--- config.mk ---
export PLATFORM = sky130hd
export DESIGN_NAME = cts_top
export DESIGN_NICKNAME = d
export VERILOG_FILES = /design/src/hw/cts_pkg.sv /design/src/hw/cts_top.sv
export SDC_FILE = /design/constraint.sdc
export NUM_CORES = 1
export LEC_CHECK = 0
export ABC_AREA = 1
export BUFFER_PORTS_ARGS = -buffer_cell sky130_fd_sc_hd__buf_2
export CELL_PAD_IN_SITES_DETAIL_PLACEMENT = 1
export CELL_PAD_IN_SITES_GLOBAL_PLACEMENT = 2
export CORE_MARGIN = 3
export CORE_UTILIZATION = 35
export DETAILED_ROUTE_END_ITERATION = 10
export PLACE_DENSITY = 0.76
export SETUP_SLACK_MARGIN = 0.3
export SLEW_MARGIN = 20
export SYNTH_ARGS = -nofsm -noshare
export SYNTH_HDL_FRONTEND = slang
export SYNTH_SLANG_ARGS = --single-unit
--- constraint.sdc ---
create_clock -name pclk -period 4.3 [get_ports pclk]
set_input_delay 0 -clock pclk [delete_from_list [all_inputs] [get_ports pclk]]
set_output_delay 0 -clock pclk [all_outputs]
set_load 0.02 [all_outputs]
--- src/hw/cts_pkg.sv ---
`default_nettype none
package cts_pkg;

   // Timing base
   localparam int CLK_PERIOD_NS  = 100;
   localparam int US_NS          = 1000;
   localparam int US_TICK_CYCLES = (US_NS + CLK_PERIOD_NS - 1) / CLK_PERIOD_NS;
   localparam int US_PER_MS      = 1000;

   // Register byte offsets
   localparam logic [7:0] ADDR_CTRL   = 8'h00;
   localparam logic [7:0] ADDR_MCYC   = 8'h04;
   localparam logic [7:0] ADDR_DELAY  = 8'h08;
   localparam logic [7:0] ADDR_PIN    = 8'h0C;
   localparam logic [7:0] ADDR_STATUS = 8'h10;

   // Field positions and widths
   localparam int CTRL_EN_BIT    = 0;
   localparam int CTRL_ROLE_BIT  = 1;
   localparam int PIN_OUT_BIT    = 0;
   localparam int PIN_INV_BIT    = 1;
   localparam int PIN_FUNC_LSB   = 4;
   localparam int FUNC_W         = 4;
   localparam int MCYC_W         = 16;
   localparam int DELAY_W        = 24;
   localparam int ST_STATE_LSB   = 0;
   localparam int ST_LEVEL_BIT   = 2;
   localparam int ST_MASTER_BIT  = 3;
   localparam int ST_SLAVE_BIT   = 4;
   localparam int ST_TRIG_BIT    = 5;
   localparam int ST_COUNT_LSB   = 16;
   localparam int SCAN_CNT_W     = 16;

   // Encodings
   localparam logic              ROLE_MASTER   = 1'b1;
   localparam logic              ROLE_SLAVE    = 1'b0;
   localparam logic              SWITCH_LIGHT  = 1'b0;
   localparam logic [FUNC_W-1:0] FUNC_TRIG_OUT = 4'h3;
   localparam logic [FUNC_W-1:0] FUNC_TRIG_IN  = 4'h1;

   typedef struct packed {
      logic                 enable;
      logic                 role;
      logic [MCYC_W-1:0]    mcyc;
      logic [DELAY_W-1:0]   delay;
      logic                 pin_out;
      logic                 pin_inv;
      logic [FUNC_W-1:0]    pin_func;
   } cts_cfg_type;

   localparam cts_cfg_type CFG_RESET = '0;

   typedef enum logic [1:0] {
      S_WAIT,
      S_DELAY,
      S_SCAN
   } cts_state_type;

endpackage
`default_nettype wire

--- src/hw/cts_top.sv ---
// What this block does
// - Cascade behaviour only while enable is set
// - Role one: act as trigger master
// - Role zero: slave waits for trigger each scan
// - Master repeats trigger every programmed milliseconds
// - Slave starts scan after programmed microsecond delay
// - Pin drives on master, listens on slave
// - Function three outputs trigger, one inputs
// - Switching behaviour zero keeps light polarity
`timescale 1ns/1ps
`default_nettype none
module cts_top #(
   parameter int US_TICK_CYCLES = cts_pkg::US_TICK_CYCLES,
   parameter int US_PER_MS      = cts_pkg::US_PER_MS
) (
   input  wire logic        pclk,
   input  wire logic        presetn,
   input  wire logic        psel,
   input  wire logic        penable,
   input  wire logic        pwrite,
   input  wire logic [7:0]  paddr,
   input  wire logic [31:0] pwdata,
   output logic      [31:0] prdata,
   output logic             pready,
   output logic             pslverr,
   input  wire logic        trig_in,
   output logic             trig_out,
   output logic             trig_oe,
   output logic             scan_start,
   input  wire logic        scan_done
);

   localparam int PW = $clog2(US_TICK_CYCLES + 1);
   localparam int MW = $clog2(US_PER_MS + 1);
   localparam logic [PW-1:0] TICK_LAST = PW'(US_TICK_CYCLES - 1);
   localparam logic [MW-1:0] SUB_LAST  = MW'(US_PER_MS - 1);

   function automatic logic func_is(input cts_pkg::cts_cfg_type c,
                                    input logic [cts_pkg::FUNC_W-1:0] f);
      func_is = c.pin_func == f;
   endfunction

   cts_pkg::cts_cfg_type            cfg_q, cfg_d;
   cts_pkg::cts_state_type          state_q, state_d;
   logic [PW-1:0]                   presc_q, presc_d;
   logic [MW-1:0]                   sub_q, sub_d;
   logic [cts_pkg::MCYC_W-1:0]      ms_q, ms_d;
   logic [cts_pkg::DELAY_W-1:0]     dly_q, dly_d;
   logic [cts_pkg::SCAN_CNT_W-1:0]  scnt_q;
   logic                            trig_q, trig_d;
   logic                            prev_q;
   logic                            trig_out_q, trig_oe_q, scan_start_q;
   logic [31:0]                     prdata_q, rd_mux;
   logic                            pready_q, pslverr_q;
   logic                            start_w;

   // Role decoding
   wire master_act = cfg_q.enable && cfg_q.role == cts_pkg::ROLE_MASTER
                     && cfg_q.pin_out && func_is(cfg_q, cts_pkg::FUNC_TRIG_OUT);
   wire slave_act  = cfg_q.enable && cfg_q.role == cts_pkg::ROLE_SLAVE
                     && !cfg_q.pin_out && func_is(cfg_q, cts_pkg::FUNC_TRIG_IN);

   // Inverted switching only if software leaves light switching
   wire lvl_w    = trig_in ^ (cfg_q.pin_inv != cts_pkg::SWITCH_LIGHT);
   wire edge_w   = lvl_w && !prev_q;
   wire accept_w = slave_act && state_q == cts_pkg::S_WAIT && edge_w;

   // Microsecond tick; restarted on an accepted trigger so the delay is exact
   wire us_tick  = presc_q == TICK_LAST;
   assign presc_d = (us_tick || accept_w) ? '0 : PW'(presc_q + 1'b1);

   // Master period: microseconds within a millisecond, then milliseconds
   wire ms_tick = us_tick && sub_q == SUB_LAST;
   wire ms_last = ms_q >= cfg_q.mcyc - 16'h0001;
   wire fire    = master_act && ms_tick && ms_last && cfg_q.mcyc != '0;
   assign sub_d  = !master_act ? '0 : us_tick ? (sub_q == SUB_LAST ? '0 : MW'(sub_q + 1'b1)) : sub_q;
   assign ms_d   = !master_act ? '0 : ms_tick ? (ms_last ? '0 : ms_q + 16'h0001) : ms_q;
   // Pulse lasts one microsecond
   assign trig_d = fire || (trig_q && !us_tick && master_act);

   // Slave sequencing
   always_comb begin
      state_d = state_q;
      dly_d   = dly_q;
      start_w = 1'b0;
      case (state_q)
         cts_pkg::S_WAIT: begin
            if (accept_w) begin
               dly_d   = cfg_q.delay;
               state_d = cts_pkg::S_DELAY;
            end
         end
         cts_pkg::S_DELAY: begin
            if (dly_q == '0) begin
               start_w = 1'b1;
               state_d = cts_pkg::S_SCAN;
            end else if (us_tick) begin
               dly_d = dly_q - 24'h00_0001;
            end
         end
         cts_pkg::S_SCAN: begin
            // Edges seen here are dropped, not queued
            if (scan_done) begin
               state_d = cts_pkg::S_WAIT;
            end
         end
         default: begin
            state_d = cts_pkg::S_WAIT;
         end
      endcase
      if (!slave_act) begin
         state_d = cts_pkg::S_WAIT;
         start_w = 1'b0;
      end
   end

   // APB decode; zero wait state, answer registered in setup
   wire setup_w  = psel && !penable;
   wire write_w  = psel && penable && pready_q && pwrite;
   wire hit_ctrl = paddr == cts_pkg::ADDR_CTRL;
   wire hit_mcyc = paddr == cts_pkg::ADDR_MCYC;
   wire hit_dly  = paddr == cts_pkg::ADDR_DELAY;
   wire hit_pin  = paddr == cts_pkg::ADDR_PIN;
   wire hit_stat = paddr == cts_pkg::ADDR_STATUS;
   wire mapped   = hit_ctrl || hit_mcyc || hit_dly || hit_pin || hit_stat;

   always_comb begin
      cfg_d = cfg_q;
      if (write_w && hit_ctrl) begin
         cfg_d.enable = pwdata[cts_pkg::CTRL_EN_BIT];
         cfg_d.role   = pwdata[cts_pkg::CTRL_ROLE_BIT];
      end
      if (write_w && hit_mcyc) begin
         cfg_d.mcyc = pwdata[cts_pkg::MCYC_W-1:0];
      end
      if (write_w && hit_dly) begin
         cfg_d.delay = pwdata[cts_pkg::DELAY_W-1:0];
      end
      if (write_w && hit_pin) begin
         cfg_d.pin_out  = pwdata[cts_pkg::PIN_OUT_BIT];
         cfg_d.pin_inv  = pwdata[cts_pkg::PIN_INV_BIT];
         cfg_d.pin_func = pwdata[cts_pkg::PIN_FUNC_LSB +: cts_pkg::FUNC_W];
      end
   end

   always_comb begin
      rd_mux = '0;
      if (hit_ctrl) begin
         rd_mux[cts_pkg::CTRL_EN_BIT]   = cfg_q.enable;
         rd_mux[cts_pkg::CTRL_ROLE_BIT] = cfg_q.role;
      end
      if (hit_mcyc) begin
         rd_mux[cts_pkg::MCYC_W-1:0] = cfg_q.mcyc;
      end
      if (hit_dly) begin
         rd_mux[cts_pkg::DELAY_W-1:0] = cfg_q.delay;
      end
      if (hit_pin) begin
         rd_mux[cts_pkg::PIN_OUT_BIT]                       = cfg_q.pin_out;
         rd_mux[cts_pkg::PIN_INV_BIT]                       = cfg_q.pin_inv;
         rd_mux[cts_pkg::PIN_FUNC_LSB +: cts_pkg::FUNC_W]   = cfg_q.pin_func;
      end
      if (hit_stat) begin
         rd_mux[cts_pkg::ST_STATE_LSB +: 2]                 = state_q;
         rd_mux[cts_pkg::ST_LEVEL_BIT]                      = prev_q;
         rd_mux[cts_pkg::ST_MASTER_BIT]                     = master_act;
         rd_mux[cts_pkg::ST_SLAVE_BIT]                      = slave_act;
         rd_mux[cts_pkg::ST_TRIG_BIT]                       = trig_q;
         rd_mux[cts_pkg::ST_COUNT_LSB +: cts_pkg::SCAN_CNT_W] = scnt_q;
      end
   end

   always_ff @(posedge pclk or negedge presetn) begin
      if (!presetn) begin
         cfg_q   <= cts_pkg::CFG_RESET;
         state_q <= cts_pkg::S_WAIT;
         presc_q <= '0;
         sub_q   <= '0;
         ms_q    <= '0;
         dly_q   <= '0;
         trig_q  <= 1'b0;
         prev_q  <= 1'b0;
      end else begin
         cfg_q   <= cfg_d;
         state_q <= state_d;
         presc_q <= presc_d;
         sub_q   <= sub_d;
         ms_q    <= ms_d;
         dly_q   <= dly_d;
         trig_q  <= trig_d;
         prev_q  <= lvl_w;
      end
   end

   always_ff @(posedge pclk or negedge presetn) begin
      if (!presetn) begin
         trig_out_q   <= 1'b0;
         trig_oe_q    <= 1'b0;
         scan_start_q <= 1'b0;
         scnt_q       <= '0;
         prdata_q     <= '0;
         pready_q     <= 1'b0;
         pslverr_q    <= 1'b0;
      end else begin
         trig_oe_q    <= master_act;
         trig_out_q   <= master_act && (trig_d ^ cfg_q.pin_inv);
         scan_start_q <= start_w || fire;
         scnt_q       <= scnt_q + ((start_w || fire) ? 16'h0001 : 16'h0000);
         prdata_q     <= (setup_w && !pwrite) ? rd_mux : '0;
         pready_q     <= setup_w;
         pslverr_q    <= setup_w && !mapped;
      end
   end

   assign prdata     = prdata_q;
   assign pready     = pready_q;
   assign pslverr    = pslverr_q;
   assign trig_out   = trig_out_q;
   assign trig_oe    = trig_oe_q;
   assign scan_start = scan_start_q;

   // Helper logic for the checks below
   logic [31:0]                 gap_q, dcyc_q;
   logic                        seen_q;
   logic [cts_pkg::DELAY_W-1:0] dref_q;
   always_ff @(posedge pclk or negedge presetn) begin
      if (!presetn) begin
         gap_q  <= '0;
         seen_q <= 1'b0;
         dcyc_q <= '0;
         dref_q <= '0;
      end else begin
         gap_q  <= fire ? 32'h0000_0000 : gap_q + 32'h0000_0001;
         seen_q <= master_act && !write_w && (seen_q || fire);
         dcyc_q <= accept_w ? 32'h0000_0000 : dcyc_q + 32'h0000_0001;
         if (accept_w) begin
            dref_q <= cfg_q.delay;
         end
      end
   end
   wire [31:0] period_w = 32'(cfg_q.mcyc) * 32'(US_PER_MS) * 32'(US_TICK_CYCLES);
   wire [31:0] delay_w  = 32'(dref_q) * 32'(US_TICK_CYCLES);
endmodule // cts_top
`default_nettype wire

==> results.cfg <==
[global_route]
track_usage_pct = 19.3
grt_overflow = 0
grt_max_degree = 96
grt_antenna_before_repair = 0
grt_pass1_vias = 7530
grt_pass1_wl_um = 40200

[sta]
min_period_over_period_pct = 86.7
max_clock_freq_mhz = 268
rsz0062_at_grt = no
fin_crit_ps = 3730
setup_viol = 0
hold_viol = 0
fin_worst_skew_ps = 10.1
relSlewSlack_pct = 36.7
tightest_slew_ps = 949
setup_tns_ps = 0
slew_viol_final = 0
holdWs_ps = 47.8

[clocking]
cts-root-buf = clkbuf_16
htree_levels = 4
cts.clk_slew.worst_paths_ps = 70
cts_buffers = 17
max-clock-path-buffers = 2
cts_tree = done
clkSinkCount = 159
clk_latency_ps = 440

[pwr]
peakVddDrop_v = 0.000244
power.total_mw = 3.33
p_leak_nw = 5.39
powerDensity_nw_per_um2 = 320

[placed_design]
dp_hpwl_um = 17700
routabilityCongestion = 0.778
portBuffers = 75

[synthesis]
yosysSeqAreaShare_pct = 46.9
synthArstFlopShare_pct = 100
synthTopCellsByArea = dfrtp_1, nand2_1, inv_1
ys_ff_latch = 159
synth_ff_type = dfrtp_1
syn_nets = 1140
synth_edf_count = 0
synth_area_um2 = 8490
syn_inst = 1069
ys_types = 40
synth_top_area_cell = dfrtp_1
synth_area_per_cell_um2 = 7.94
synth_top_cell_area_share_pct = 46.9
yosysWarningCount = 0

[routing]
wirelength_um = 24700
drc = 0
wl_per_cell_um = 16.2
vias = 7296
dr.pass1.iters = 4
first_iter_violations = 322
drtAntennaViolNets = 0
viasPerCell = 4.79

[setup_path]
arrival_ps = 4080
worstPathMaxFanout = 4
worst_setup_path_start_kind = register
crit_required_ps = 4650
endpoint_kind = register
cp_slowest_stage_delay_ps = 410
crit_path_top_delay_cell = dfrtp_1
critPathTopFamily = simple AND/OR/NAND/NOR gates
critPathKind = register to register
critPathMostFrequentCell = nand2_1
reg2reg_slack_ps = 570
critPathBufInv = 3

[layout]
post-route-util_pct = 44.0
num-nets-final = 1262
drive_above_1_share_pct = 19.5
nFillCells = 2912
diodes = 0
syn_to_final_growth_pct = 22.8

[min_path]
hp-class = input port to register

[flow_run]
maxCapViolations = 0

[floorplanning]
start_util_pct = 35.8
die_w_um = 162
core_um2 = 23700
dieArea_um2 = 26200
pin_count = 84
die_h_um = 162
rows = 56

[outcome]
status = finished clean
## flip-flops by register name, summed over array words and instances (netlist names)
signal / cells
cfg_q: 48
dly_q: 24
ms_q: 16
prdata: 32
pready: 1
presc_q: 4
prev_q: 1
pslverr: 1
scan_start: 1
scnt_q: 16
state_q: 2
sub_q: 10
trig_oe: 1
trig_out: 1
trig_q: 1
## worst register-to-register path: cells and delay by family (launching register included)
family | cells | cell delay (ps)
fa+ha+maj | 3 | 590
buf+inv | 3 | 240
simple gates | 17 | 2060
compound gates | 2 | 230
flops | 1 | 410
xor+xnor | 1 | 150
## final cells by class
cell class	count	area, µm²	area share (%)
Clock inverter	15	194	1.86
Sequential cell	159	3980	38.2
Clock buffer	17	425	4.08
Tap cell	319	399	3.83
Timing Repair Buffer	129	865	8.30
Inverter	139	527	5.05
Multi-Input combinational cell	745	4030	38.7
## stage by stage
step	setup WS (ps)	cells	cell area, µm²
5_1_grt	286	1523	10400
2_1_floorplan	589	1069	8490
4_1_cts	325	1514	10200
3_5_place_dp	-74.2	1450	9230
3_3_place_gp	85.0	1450	9230
6_report	571	1523	10400
## cells in the final DEF (no fill, tap or decap), drive strengths merged, types with 2 or more instances in the layout
master	n
nand2	295
dfrtp	159
inv	148
nor2	122
o21ai	103
buf	98
nand3	51
a21oi	46
xor2	37
dlygate4sd3	31
ha	24
clkbuf	17
nor3	12
xnor2	10
nand4	10
o22ai	7
o211ai	5
or2	4
a211oi	3
a31oi	3
mux2	3
nand3b	2
o31ai	2
o21bai	2
clkinvlp	2
bufinv	2
clkinv	2
## synth_stat cells (11+ instances only)
library cell / n
ha_1: 24
nor2_1: 104
inv_1: 127
clkbuf_1: 17
o21ai_1: 21
inv_2: 11
o21ai_0: 72
a21oi_1: 45
nand2_1: 274
dfrtp_1: 159
xor2_1: 37
nand3_1: 47
nor3_1: 11
nor2_2: 15
nand2_2: 21
## kinds of logic (layout without fill, tap and decap cells)
kind of cell	Yosys count	count (layout)	share of synthesized area (%)
xor+xnor	47	47	4.85
simple gates	498	498	25.1
fa+ha+maj	24	24	3.54
compound gates	173	173	11.3
mux	3	3	0.398
flops	159	159	46.9
buf+inv	165	300	7.92
## metal layers
layer | GRT usage, % | share of wire, % | vias up | routed length [µm]
li1 | - | - | 3656 | -
met4 | 4.73 | 1.2 | 0 | 295
met1 | 27.7 | 51 | 3517 | 12500
met2 | 31.0 | 45 | 103 | 11200
met3 | 2.52 | 3.0 | 20 | 731
met5 | 0 | 0 | - | 0
## power breakdown
part | switching [mW] | internal, mW
clock | 0.736 | 0.891
sequential | 0.00821 | 1.50
combinational | 0.119 | 0.0721
## timing repair
item	in CTS	in global routing
gates resized for setup	8	37
hold buffers	31	0
cloned	0	0
pin swaps	2	20
setup buffers	1	9
endpoints found under the setup margin	7	9
hold endpoints to repair	145	0
## final timing paths
path / depth (start not counted) / end / startpoint
min: 3 / prdata[7] / paddr[3]
max in group asynchronous: 3 / prdata[14] / presetn
max: 26 / scnt_q[13] / cfg_q[30]
min in group asynchronous: 2 / sub_q[6] / presetn
max reg2reg: 26 / scnt_q[13] / cfg_q[30]
min reg2reg: 1 / scnt_q[15] / scnt_q[15]
No activity file was read; power rests on OpenSTA's default activity.
